<file path="src/hdl/cab_pkg.sv">
/*
 * Shared constants and types for the add and bit-operation execution block.
 * Assumes a decoder that presents one operation per instruction cycle.
 */
package cab_pkg;
    localparam int DATA_W = 8;
    localparam int ADDR_W = 7;
    localparam int BIT_W = 3;
    localparam int REGS = 128;
    // Flag positions inside the status vector o_flags
    localparam int FLAG_CARRY = 0;
    localparam int FLAG_NIBBLE = 1;
    localparam int FLAG_ZERO = 2;
    // Carry positions of the adder
    localparam int NIBBLE_MSB = 3;
    localparam int BYTE_MSB = 7;
    // Values after reset
    localparam logic [7:0] ACC_RST = 8'h00;
    localparam logic [2:0] FLAGS_RST = 3'h0;
    // Skip costs one extra cycle: two cycles in total
    localparam int SKIP_TCY = 2;

    typedef enum logic [3:0] {
        CAB_NOP,
        CAB_ADD_IMMEDIATE_OP,
        CAB_ADD_REGISTER_OP,
        CAB_AND_IMMEDIATE_OP,
        CAB_AND_REGISTER_OP,
        CAB_BIT_CLEAR_OP,
        CAB_BIT_SET_OP,
        CAB_SKIP_IF_BIT_ONE_OP,
        CAB_SKIP_IF_BIT_ZERO_OP
    } cab_op_t;

    typedef enum logic {
        CAB_RUN,
        CAB_SKIP
    } cab_state_t;
endpackage : cab_pkg

</file>
<file path="src/hdl/cab_regfile.sv">
/*
 * File register memory: 128 bytes, one write port and one registered read.
 * Assumes the caller presents the read address one cycle before use.
 */
module cab_regfile #(
    parameter int DEPTH = cab_pkg::REGS,
    parameter int AW = cab_pkg::ADDR_W,
    parameter int DW = cab_pkg::DATA_W
) (
    input wire logic i_clk,           // Core clock
    input wire logic i_we,            // Write strobe
    input wire logic [AW-1:0] i_waddr, // Write address
    input wire logic [DW-1:0] i_wdata, // Write data
    input wire logic [AW-1:0] i_raddr, // Read address
    output logic [DW-1:0] o_rdata     // Registered read data
);
    logic [DW-1:0] mem [DEPTH];

    initial begin
        if (DEPTH != (1 << AW)) $error("cab_regfile: depth must be 2**AW");
    end

    // Read before write, read registered; no reset on storage to keep it RAM
    always_ff @(posedge i_clk) begin
        if (i_we) begin
            mem[i_waddr] <= i_wdata;
        end
        o_rdata <= mem[i_raddr];
    end
endmodule : cab_regfile

</file>
<file path="src/hdl/cab_core.sv">
/*
 * Execution block for add, AND, bit set/clear and bit-test skip operations.
 * Assumes a decoder presenting one operation per cycle on i_valid, with the
 * file address also driven on i_pre_addr one cycle early for the memory read.
 */
module cab_core #(
    parameter int ADDR_W = cab_pkg::ADDR_W,
    parameter logic [6:0] PORT_ADDR = 7'h06,  // I/O port register address
    parameter logic [6:0] TIMER_ADDR = 7'h01  // Timer count register address
) (
    input wire logic i_clk,                     // Core clock, 250 MHz
    input wire logic i_sys_rst,                 // Synchronous reset, high
    input wire logic i_valid,                   // Operation present this cycle
    input wire cab_pkg::cab_op_t i_op,          // Decoded operation
    input wire logic [ADDR_W-1:0] i_pre_addr,   // File address, one cycle early
    input wire logic [ADDR_W-1:0] i_addr,       // File address of this operation
    input wire logic i_dest,                    // Destination select
    input wire logic [7:0] i_imm,               // Immediate operand
    input wire logic [2:0] i_bit,               // Bit index
    input wire logic [7:0] i_port_pins,         // Port pin levels, asynchronous
    input wire logic i_prescale_to_timer,       // Prescaler assigned to timer
    output logic [7:0] o_acc,                   // Accumulator
    output logic [2:0] o_flags,                 // Zero, nibble carry, carry
    output logic o_file_we,                     // File write strobe (mirror)
    output logic [ADDR_W-1:0] o_file_addr,      // File write address
    output logic [7:0] o_file_data,             // File write data
    output logic o_nop_slot,                    // Current slot executes as NOP
    output logic o_prescale_clr                 // Timer prescaler clear pulse
);
    initial begin
        if (ADDR_W != cab_pkg::ADDR_W) $error("cab_core: ADDR_W must be 7");
    end

    logic [7:0] mem_rdata;
    logic [7:0] pin_meta_r, pin_sync_r;
    logic [7:0] acc_r, acc_nxt;
    logic [2:0] flags_r, flags_nxt;
    logic we_r, we_nxt;
    logic [ADDR_W-1:0] waddr_r, waddr_nxt;
    logic [7:0] wdata_r, wdata_nxt;
    logic clr_r, clr_nxt;
    cab_pkg::cab_state_t state_r, state_nxt;
    logic [7:0] opnd, sum_lo, res;
    logic [8:0] sum;
    logic [4:0] nib;
    logic bitval, live;

    cab_regfile u_mem (
        .i_clk(i_clk),
        .i_we(we_nxt),
        .i_waddr(waddr_nxt),
        .i_wdata(wdata_nxt),
        .i_raddr(i_pre_addr),
        .o_rdata(mem_rdata)
    );

    // Pins are asynchronous to the core, two stages before use
    always_ff @(posedge i_clk) begin
        pin_meta_r <= i_port_pins;
        pin_sync_r <= pin_meta_r;
    end

    function automatic logic [7:0] bit_mask(input logic [2:0] idx);
        bit_mask = 8'h01 << idx;
    endfunction : bit_mask

    // port operand
    // Pins stand in for the port latch as the source operand
    always_comb begin
        opnd = (i_addr == PORT_ADDR) ? pin_sync_r : mem_rdata;
    end

    always_comb begin
        sum = {1'b0, acc_r} + {1'b0, (i_op == cab_pkg::CAB_ADD_IMMEDIATE_OP) ? i_imm : opnd};
        nib = {1'b0, acc_r[cab_pkg::NIBBLE_MSB:0]}
            + {1'b0, ((i_op == cab_pkg::CAB_ADD_IMMEDIATE_OP) ? i_imm[3:0] : opnd[3:0])};
        sum_lo = sum[7:0];
        bitval = opnd[i_bit];
        live = i_valid && (state_r == cab_pkg::CAB_RUN);
    end

    // Execute: compute next accumulator, flags, file write and skip state
    always_comb begin
        acc_nxt = acc_r;
        flags_nxt = flags_r;
        we_nxt = 1'b0;
        waddr_nxt = i_addr;
        wdata_nxt = 8'h00;
        clr_nxt = 1'b0;
        state_nxt = cab_pkg::CAB_RUN;
        res = 8'h00;
        if (live) begin
            case (i_op)
                cab_pkg::CAB_ADD_IMMEDIATE_OP: begin
                    acc_nxt = sum_lo;
                    flags_nxt = {sum_lo == 8'h00, nib[4], sum[8]};
                end
                cab_pkg::CAB_ADD_REGISTER_OP: begin
                    res = sum_lo;
                    flags_nxt = {sum_lo == 8'h00, nib[4], sum[8]};
                    if (i_dest) begin
                        we_nxt = 1'b1;
                        wdata_nxt = res;
                    end else begin
                        acc_nxt = res;
                    end
                end
                cab_pkg::CAB_AND_IMMEDIATE_OP: begin
                    acc_nxt = acc_r & i_imm;
                    flags_nxt[cab_pkg::FLAG_ZERO] = (acc_r & i_imm) == 8'h00;
                end
                cab_pkg::CAB_AND_REGISTER_OP: begin
                    res = acc_r & opnd;
                    flags_nxt[cab_pkg::FLAG_ZERO] = res == 8'h00;
                    if (i_dest) begin
                        we_nxt = 1'b1;
                        wdata_nxt = res;
                    end else begin
                        acc_nxt = res;
                    end
                end
                cab_pkg::CAB_BIT_CLEAR_OP: begin
                    we_nxt = 1'b1;
                    wdata_nxt = opnd & ~bit_mask(i_bit);
                end
                cab_pkg::CAB_BIT_SET_OP: begin
                    we_nxt = 1'b1;
                    wdata_nxt = opnd | bit_mask(i_bit);
                end
                cab_pkg::CAB_SKIP_IF_BIT_ONE_OP: begin
                    if (bitval) state_nxt = cab_pkg::CAB_SKIP;
                end
                cab_pkg::CAB_SKIP_IF_BIT_ZERO_OP: begin
                    if (!bitval) state_nxt = cab_pkg::CAB_SKIP;
                end
                default: begin
                end
            endcase
            if (we_nxt && (i_addr == TIMER_ADDR) && i_prescale_to_timer) clr_nxt = 1'b1;
        end
    end

    // Register state; the skipped slot always returns to run
    always_ff @(posedge i_clk) begin
        if (i_sys_rst) begin
            acc_r <= cab_pkg::ACC_RST;
            flags_r <= cab_pkg::FLAGS_RST;
            we_r <= 1'b0;
            waddr_r <= '0;
            wdata_r <= 8'h00;
            clr_r <= 1'b0;
            state_r <= cab_pkg::CAB_RUN;
        end else begin
            acc_r <= acc_nxt;
            flags_r <= flags_nxt;
            we_r <= we_nxt;
            waddr_r <= waddr_nxt;
            wdata_r <= wdata_nxt;
            clr_r <= clr_nxt;
            state_r <= state_nxt;
        end
    end

    assign o_acc = acc_r;
    assign o_flags = flags_r;
    assign o_file_we = we_r;
    assign o_file_addr = waddr_r;
    assign o_file_data = wdata_r;
    assign o_nop_slot = (state_r == cab_pkg::CAB_SKIP);
    assign o_prescale_clr = clr_r;

    chk_add_imm_acc: assert property (@(posedge i_clk) disable iff (i_sys_rst)
        live && i_op == cab_pkg::CAB_ADD_IMMEDIATE_OP |=> o_acc == 8'($past(acc_r) + $past(i_imm)))
        else $error("add immediate result wrong");
    chk_add_carry_flag: assert property (@(posedge i_clk) disable iff (i_sys_rst)
        live && i_op == cab_pkg::CAB_ADD_IMMEDIATE_OP && (9'(acc_r) + 9'(i_imm)) > 9'h0FF
        |=> o_flags[cab_pkg::FLAG_CARRY] && o_flags[cab_pkg::FLAG_ZERO] == (o_acc == 8'h00))
        else $error("carry or zero flag wrong");
    chk_add_reg_dest: assert property (@(posedge i_clk) disable iff (i_sys_rst)
        live && i_op == cab_pkg::CAB_ADD_REGISTER_OP && i_dest
        |=> o_file_we && $stable(o_acc) && o_file_data == 8'($past(acc_r) + $past(opnd)))
        else $error("add to register destination wrong");
    chk_and_imm_flags: assert property (@(posedge i_clk) disable iff (i_sys_rst)
        live && i_op == cab_pkg::CAB_AND_IMMEDIATE_OP
        |=> o_flags[1:0] == $past(flags_r[1:0]) && o_acc == ($past(acc_r) & $past(i_imm)))
        else $error("and immediate wrong");
    chk_and_reg_acc: assert property (@(posedge i_clk) disable iff (i_sys_rst)
        live && i_op == cab_pkg::CAB_AND_REGISTER_OP && !i_dest
        |=> !o_file_we && o_acc == ($past(acc_r) & $past(opnd)))
        else $error("and register to accumulator wrong");
    chk_bit_clear_val: assert property (@(posedge i_clk) disable iff (i_sys_rst)
        live && i_op == cab_pkg::CAB_BIT_CLEAR_OP
        |=> o_file_we && !o_file_data[$past(i_bit)] && $stable(o_flags))
        else $error("bit clear wrong");
    chk_bit_set_val: assert property (@(posedge i_clk) disable iff (i_sys_rst)
        live && i_op == cab_pkg::CAB_BIT_SET_OP
        |=> o_file_we && o_file_data[$past(i_bit)] && $stable(o_flags))
        else $error("bit set wrong");
    chk_skip_one_slot: assert property (@(posedge i_clk) disable iff (i_sys_rst)
        live && i_op == cab_pkg::CAB_SKIP_IF_BIT_ONE_OP && bitval |=> o_nop_slot ##1 !o_nop_slot)
        else $error("skip if one slot wrong");
    chk_skip_zero_none: assert property (@(posedge i_clk) disable iff (i_sys_rst)
        live && i_op == cab_pkg::CAB_SKIP_IF_BIT_ZERO_OP |=> o_nop_slot == !$past(bitval))
        else $error("skip if zero wrong");
endmodule : cab_core

</file>
<file path="config.mk">
export PLATFORM = sky130hd
export DESIGN_NAME = cab_core
export DESIGN_NICKNAME = d
export VERILOG_FILES = /design/src/hdl/cab_pkg.sv /design/src/hdl/cab_regfile.sv /design/src/hdl/cab_core.sv
export SDC_FILE = /design/constraint.sdc
export NUM_CORES = 1
export LEC_CHECK = 0
export BUFFER_PORTS_ARGS = -buffer_cell sky130_fd_sc_hd__buf_2
export CORE_MARGIN = 2
export CORE_UTILIZATION = 52
export DETAILED_ROUTE_END_ITERATION = 6
export PLACE_DENSITY = 0.73
export SYNTH_ARGS = -nofsm -noshare
export SYNTH_HDL_FRONTEND = slang
export SYNTH_SLANG_ARGS = --single-unit
</file>
<file path="constraint.sdc">
create_clock -name i_clk -period 9.5 [get_ports i_clk]
set_input_delay 0.95 -clock i_clk [delete_from_list [all_inputs] [get_ports i_clk]]
set_output_delay 0.95 -clock i_clk [all_outputs]
set_load 0.02 [all_outputs]
</file>
==> impl_metrics.yaml, run 1 <==
floorplanning:
  fp-row-count: 104
  core_area_mm2: 0.0808
  boundaryPins: 71
  initial_utilization_pct: 52.7
  die_span_y_um: 290
  fp.dieW_um: 290
  die_area_mm2: 0.0842
critical_path:
  critPathKind: "in2reg"
  critical_path_required_ns: 9.85
  timing.reg2reg.worst_path_depth: 12
  worst_ep_arrival_time_ns: 6.01
  worstPathCellList: "buf_2 -> or4_4 -> nor2_8 -> mux2i_1 -> nand2_1 -> o21a_1 -> inv_1 -> fa_1 -> nor2b_1 -> o21a_1 -> o21a_1 -> o31a_1 -> o31a_1 -> nor2_4 -> buf_4"
  timing.reg2reg.setup_slack_ns: 4.89
  timing.critical_path.fanout_max: 76
  crit_family: "simple AND/OR/NAND/NOR gates"
  type_of_origin_of_the_critical_path: "input port"
  worst_path_max_delay_cell: "nor2_4"
  critical_path.reg2reg.endpoint: "u_mem.mem[64][6]"
  path_common_cell: "o21a_1"
  end_kind: "register"
  crit-reg2reg-launch: "u_mem.o_rdata[0]"
  worst-path-buf-inv: 3
  worst_path_largest_cell_delay_ns: 0.93
routing:
  drt-total-wl_um: 98100
  viasPerCell: 6.40
  route.antenna.remaining_nets: 0
  wl_per_cell_um: 29.3
  detailedRoute.firstPassIterationCount: 5
  drc: 0
  initial_drt_markers: 2287
  vias: 21410
clocking:
  numClockSinks: 1077
  clock_tree.buffer_depth: 3
  h-tree-depth: 3
  clk_transition_reported_paths_ns: 0.07
  postCtsResizedCells: 0
  postCtsHoldBufs: 0
  clk-insertion-delay-late_ns: 0.67
  clock_tree.root_cell: "clkbuf_16"
  cts_post_setup_buffers_inserted: 0
  cts_made_buffers: 107
  cts_tree: "done"
cells_and_area:
  seq_area_mm2: 0.0318
  multiInputGateArea_mm2: 0.0102
  mostFrequentLayoutCell: "edfxtp_1"
  fraction_of_layout_instances_using_a_drive_strength_above_1_pct: 24.6
  fin_area_mm2: 0.0475
  layout.filler_cells: 5602
  antenna-diode-count: 0
  final_cell_mix: "edfxtp_1, mux4_2, nor2_1"
  area.growth.synth_to_final_pct: 11.6
  layout.nets: 2249
synthesis:
  synth_ff_type: "edfxtp_1"
  ys_top_cells_by_area: "edfxtp_1, mux4_2, dfxtp_1, mux2i_1, nor2_1"
  synth.distinct_cells: 65
  synthCells: 2100
  synth.yosys.seq_area_share_pct: 74.7
  post_synthesis_cell_area_mm2: 0.0426
  ys_seq_elements: 1077
  ys_warn_count: 0
  synth_top_area_share_pct: 72.2
  postSynthAreaPerCell_um2: 20.3
  yosysTopAreaCell: "edfxtp_1"
  number_of_flops_mapped_to_enable_cells_by_yosys: 1024
  synth-async-reset-ratio_pct: 0
  syn_nets: 2152
placed_design:
  io_buffer_count: 70
  placement.cell_area_mm2: 0.0440
  gpl.final_weighted_congestion: 0.911
  dp_hpwl_um: 59300
timing:
  rsz_0062_raised_after_global_routing: "no"
  finalSetupTns_ns: 0
  ratio_of_final_minimum_period_to_clock_period_pct: 59.6
  clock_skew_ns: 0.0336
  finalSetupViolCount: 0
  timing.final.hold_violations: 0
  maxSlewViolCount: 0
  achievable_frequency_mhz: 177
  timing.final.crit_period_ns: 5.66
  slew_headroom_pct: 13.9
  worst-slew-pin-transition_ns: 1.29
hold_path:
  hold_end: "pin_sync_r[0]"
  hold_depth: 0
  min_path_type: "reg2reg"
  hold_path.startpoint: "pin_meta_r[0]"
grt:
  global_route_total_overflow: 0
  track_usage_pct: 23.3
  largest_net_degree_at_the_start_of_global_routing: 129
  number_of_global_route_vias_before_repair: 21708
  number_of_antenna_violations_at_the_first_check_in_global_routing: 1
  grt_first_pass_wirelength_um: 145000
job:
  number_of_maximum_capacitance_violations: 0
power_and_ir_drop:
  max-vdd-ir-drop_mv: 0.137
  cellLeakagePower_uw: 0.0163
  power-per-cell-area_mw_per_mm2: 207
run_status:
  status: "finished clean"
## metal layers
metal | up-vias | GRT usage [%] | routed length, um | share of wire, %
li1 | 8932 | - | - | -
met1 | 11233 | 32.3 | 38800 | 40
met2 | 1047 | 37.3 | 47500 | 48
met3 | 196 | 5.42 | 8960 | 9.1
met4 | 2 | 6.72 | 2810 | 2.9
met5 | - | 0 | 12 | 0.012
## worst max-delay path by stage
stage | from | to | cells past startpoint
2_1_floorplan | i_addr[4] | u_mem.mem[0][7] | 12
3_3_place_gp | i_addr[5] | u_mem.mem[8][6] | 15
3_5_place_dp | i_addr[5] | u_mem.mem[24][6] | 15
4_1_cts | i_addr[5] | u_mem.mem[72][6] | 15
5_1_grt | i_addr[5] | u_mem.mem[92][6] | 15
6_report | i_addr[5] | u_mem.mem[64][6] | 15
## cells in the mapped netlist, types with 8 or more instances
| master | n |
|---|---|
| a21oi_1 | 41 |
| a221oi_1 | 44 |
| a22o_1 | 16 |
| a22oi_1 | 12 |
| a31oi_1 | 13 |
| buf_2 | 30 |
| buf_4 | 16 |
| buf_6 | 17 |
| clkbuf_1 | 44 |
| dfxtp_1 | 53 |
| edfxtp_1 | 1024 |
| ha_1 | 9 |
| inv_1 | 11 |
| mux2_2 | 20 |
| mux2i_1 | 84 |
| mux4_2 | 257 |
| nand2_1 | 31 |
| nand2b_1 | 9 |
| nand3_1 | 24 |
| nand3b_1 | 8 |
| nor2_1 | 178 |
| nor2b_1 | 19 |
| nor3_1 | 19 |
| o211ai_1 | 8 |
| o21ai_0 | 19 |
## worst reg2reg max path: stages (launching register included)
cell,delay (ns)
dfxtp_1,0.49
mux2i_1,0.19
a21oi_1,0.18
ha_1,0.20
inv_1,0.06
fa_1,0.42
nor2b_1,0.13
o21a_1,0.17
o21a_1,0.17
o32ai_1,0.14
o31a_1,0.37
nor2_4,0.93
buf_4,0.77
## sequential cells by signal, summed over array words and instances (netlist names)
name            cells
u_mem.mem        1024
o_acc               8
o_file_data         8
pin_meta_r          8
pin_sync_r          8
u_mem.o_rdata       8
o_file_addr         7
o_flags             3
o_file_we           1
o_nop_slot          1
o_prescale_clr      1
## kinds of logic after synthesis
| kind of cell | synth area share [%] |
|---|---|
| flip-flops | 74.7 |
| buffers and inverters | 1.62 |
| adder cells (fa/ha/maj) | 0.312 |
| AND/OR/NAND/NOR | 3.54 |
| XOR/XNOR | 0.0823 |
| multiplexers | 16.3 |
| AO/OA/AOI/OAI | 3.46 |
## layout make-up
cell class                      count  area share [%]
Clock buffer                      133            5.98
Sequential cell                  1077            66.9
Timing Repair Buffer              100            1.36
Tap cell                         1060            2.79
Clock inverter                     64            1.41
Inverter                           11          0.0869
Multi-Input combinational cell    900            21.4
## where the power goes
group / total [uW] / leakage [uW] / internal, uW / switching (uW)
logic: 448 / 0.00366 / 178 / 270
clock network: 4210 / 0.00170 / 2450 / 1760
registers: 5160 / 0.0109 / 5150 / 15.7
total: 9820 / 0.0163 / 7770 / 2050
## metrics by stage
| step | utilization [%] | worst slack [ns] | power [uW] | hold slack [ns] | cells |
|---|---|---|---|---|---|
| 2_1_floorplan | - | 1.56 | 5570 | 0.310 | 2100 |
| 3_3_place_gp | 54.5 | 3.56 | 5700 | 0.318 | 3148 |
| 3_5_place_dp | 54.5 | 3.28 | 5710 | 0.312 | 3148 |
| 4_1_cts | 58.8 | 3.96 | 9860 | 0.324 | 3345 |
| 5_1_grt | 58.8 | 3.61 | 10100 | 0.335 | 3345 |
| 6_report | 58.8 | 3.84 | 9820 | 0.321 | 3345 |
Note: power is estimated with default switching activity, not from simulation.
==> run 2: changes to the inputs <==
ABC_AREA = 1   (was unset)
PLACE_DENSITY = 0.75   (was 0.73)
clock period = 4.7 ns   (was 9.5 ns; I/O delays follow)
==> run 2 against run 1 <==
  * First-iteration DRC count grew 69%
  * Core utilization is 0.29 points lower
  * Via count up 43%
  * Non-clock buffer count is 42 higher
  * Sequential power up 100%
  * Sequential cell count unchanged
==> impl_metrics.yaml, run 2 <==
clocking:
  postCtsHoldBufs: 8
  h-tree-depth: 3
  cts_made_buffers: 106
  cts_tree: "done"
  clk-insertion-delay-late_ns: 0.69
  clock_tree.root_cell: "clkbuf_16"
  numClockSinks: 1077
  postCtsResizedCells: 0
  clock_tree.buffer_depth: 3
  clk_transition_reported_paths_ns: 0.06
  cts_post_setup_buffers_inserted: 0
cells_and_area:
  layout.filler_cells: 6520
  fin_area_mm2: 0.0496
  layout.core_utilization_pct: 58.5
  mostFrequentLayoutCell: "nand2_1"
  area.growth.synth_to_final_pct: 11.9
  largest_register_ff_count: 1024
  layout.nets: 4002
  top_register: "u_mem.mem"
  final_cell_mix: "nand2_1, edfxtp_1, nand3_1"
  fin_cells: 5178
  fraction_of_layout_instances_using_a_drive_strength_above_1_pct: 8.11
floorplanning:
  core_area_mm2: 0.0847
  boundaryPins: 71
  initial_utilization_pct: 52.3
  fp-row-count: 107
  die_area_mm2: 0.0875
  fp.dieW_um: 296
  die_span_y_um: 296
routing:
  wl_per_cell_um: 22.1
  initial_drt_markers: 3862
  met3RoutedLength_um: 11900
  route.antenna.remaining_nets: 0
  viasPerCell: 5.91
  route.top_layer_used: "met5"
  wl_met1_um: 43300
  wl_met2_um: 54900
  drc: 0
  vias: 30597
  drt-total-wl_um: 114000
  detailedRoute.firstPassIterationCount: 7
critical_path:
  path_common_cell: "nand2_1"
  end_kind: "register"
  worst_ep_arrival_time_ns: 4.01
  type_of_origin_of_the_critical_path: "input port"
  critPathKind: "in2reg"
  worstPathCellList: "buf_2 -> nor2_4 -> nand2_2 -> nor2_2 -> nand2_1 -> nand2_1 -> a21oi_1 -> ha_1 -> a21oi_1 -> nand2_1 -> nand2_1 -> nand2_1 -> xor2_1 -> nand2_1 -> o211ai_1 -> nand2_1 -> inv_4 -> buf_12"
  worst-path-buf-inv: 3
  timing.critical_path.fanout_max: 44
  critical_path_required_ns: 5.19
  worst_path_max_delay_cell: "nor2_2"
  crit_family: "simple AND/OR/NAND/NOR gates"
  worst_path_largest_cell_delay_ns: 0.43
grt:
  track_usage_pct: 25.9
  global_route_total_overflow: 0
  grt_first_pass_wirelength_um: 172000
  number_of_global_route_vias_before_repair: 28862
  number_of_antenna_violations_at_the_first_check_in_global_routing: 3
  largest_net_degree_at_the_start_of_global_routing: 170
synthesis:
  synthCells: 3938
  post_synthesis_cell_area_mm2: 0.0443
  syn_nets: 3990
  synth.top_cells.by_count: "nand2_1, edfxtp_1, nand3_1"
  most_frequently_used_cell_type_in_the_post_synthesis_netlist: "nand2_1"
  synth-async-reset-ratio_pct: 0
  synth_top_area_share_pct: 69.4
  ys_seq_elements: 1077
  synth_ff_type: "edfxtp_1"
  synth.yosys.seq_area_share_pct: 71.8
  yosysTopAreaCell: "edfxtp_1"
  ys_top_cells_by_area: "edfxtp_1, nand3_1, nand2_1, dfxtp_1, nor2_1"
  postSynthAreaPerCell_um2: 11.2
  number_of_flops_mapped_to_enable_cells_by_yosys: 1024
  ys_warn_count: 0
  synth.distinct_cells: 35
timing:
  ratio_of_final_minimum_period_to_clock_period_pct: 74.9
  finalSetupViolCount: 0
  clock_skew_ns: 0.0213
  finalSetupTns_ns: 0
  worst-slew-pin-transition_ns: 1.07
  timing.final.crit_period_ns: 3.52
  achievable_frequency_mhz: 284
  rsz_0062_raised_after_global_routing: "no"
  finalHoldWorstSlack_ns: 0.0538
  timing.final.hold_violations: 0
  maxSlewViolCount: 0
  slew_headroom_pct: 28.3
power_and_ir_drop:
  cellLeakagePower_uw: 0.0181
  power-per-cell-area_mw_per_mm2: 414
  max-vdd-ir-drop_mv: 0.296
placed_design:
  dp.cells: 4978
  io_buffer_count: 70
  placement.cell_area_mm2: 0.0459
  gpl.final_weighted_congestion: 0.935
  dp_hpwl_um: 66200
run_status:
  status: "finished clean"
hold_path:
  min_path_type: "in2reg"
job:
  number_of_maximum_capacitance_violations: 0
==> run 2: routing by layer <==
metal / GRT usage (%) / up-vias
met2: 41.5 / 1737
li1: - / 13852
met3: 5.19 / 264
met4: 9.93 / 4
met1: 35.0 / 14740
met5: 0 / -
==> run 2: metrics by stage <==
stage,worst slack (ns),total power (uW)
2_1_floorplan,0.337,11500
3_3_place_gp,0.612,11900
3_5_place_dp,0.599,11900
4_1_cts,1.27,20500
5_1_grt,0.889,21000
6_report,1.18,20500
==> run 2: path summary, 6_finish.rpt <==
kind / from / depth (start not counted) / slack [ns] / end
max: i_addr[4] / 18 / 1.18 / u_mem.mem[96][5]
min: i_prescale_to_timer / 3 / 0.05 / o_prescale_clr
max reg2reg: o_nop_slot / 7 / 1.50 / u_mem.mem[7][3]
min reg2reg: pin_meta_r[7] / 0 / 0.33 / pin_sync_r[7]
==> run 2: final cells by class <==
class | count | area (um^2) | area share (%)
diodes | 2 | 5.00 | 0.0101
well taps | 1144 | 1430 | 2.89
clock inverters | 64 | 801 | 1.61
repair buffers | 142 | 1260 | 2.54
inverters | 78 | 330 | 0.666
flip-flops and latches | 1077 | 31800 | 64.2
clock buffers | 126 | 2800 | 5.64
multi-input cells | 2545 | 11200 | 22.5
==> run 2: where the power goes <==
part	total, uW	internal [uW]	switching, uW
Combinational	1300	348	948
Clock	8750	5090	3650
Sequential	10500	10500	20.4
Total	20500	15900	4620
==> run 2: cells by family after synthesis <==
family          after synthesis  share of synthesized area (%)
fa+ha+maj                    10                          0.299
buf+inv                     316                           3.01
compound gates               75                          0.955
flops                      1077                           71.8
simple gates               2458                           23.9
xor+xnor                      2                         0.0396
==> run 2: tightest hold or removal path, stage by stage <==
cell and delay [ns]:
buf_2 0.09, nand3_1 0.07, nor3_1 0.05
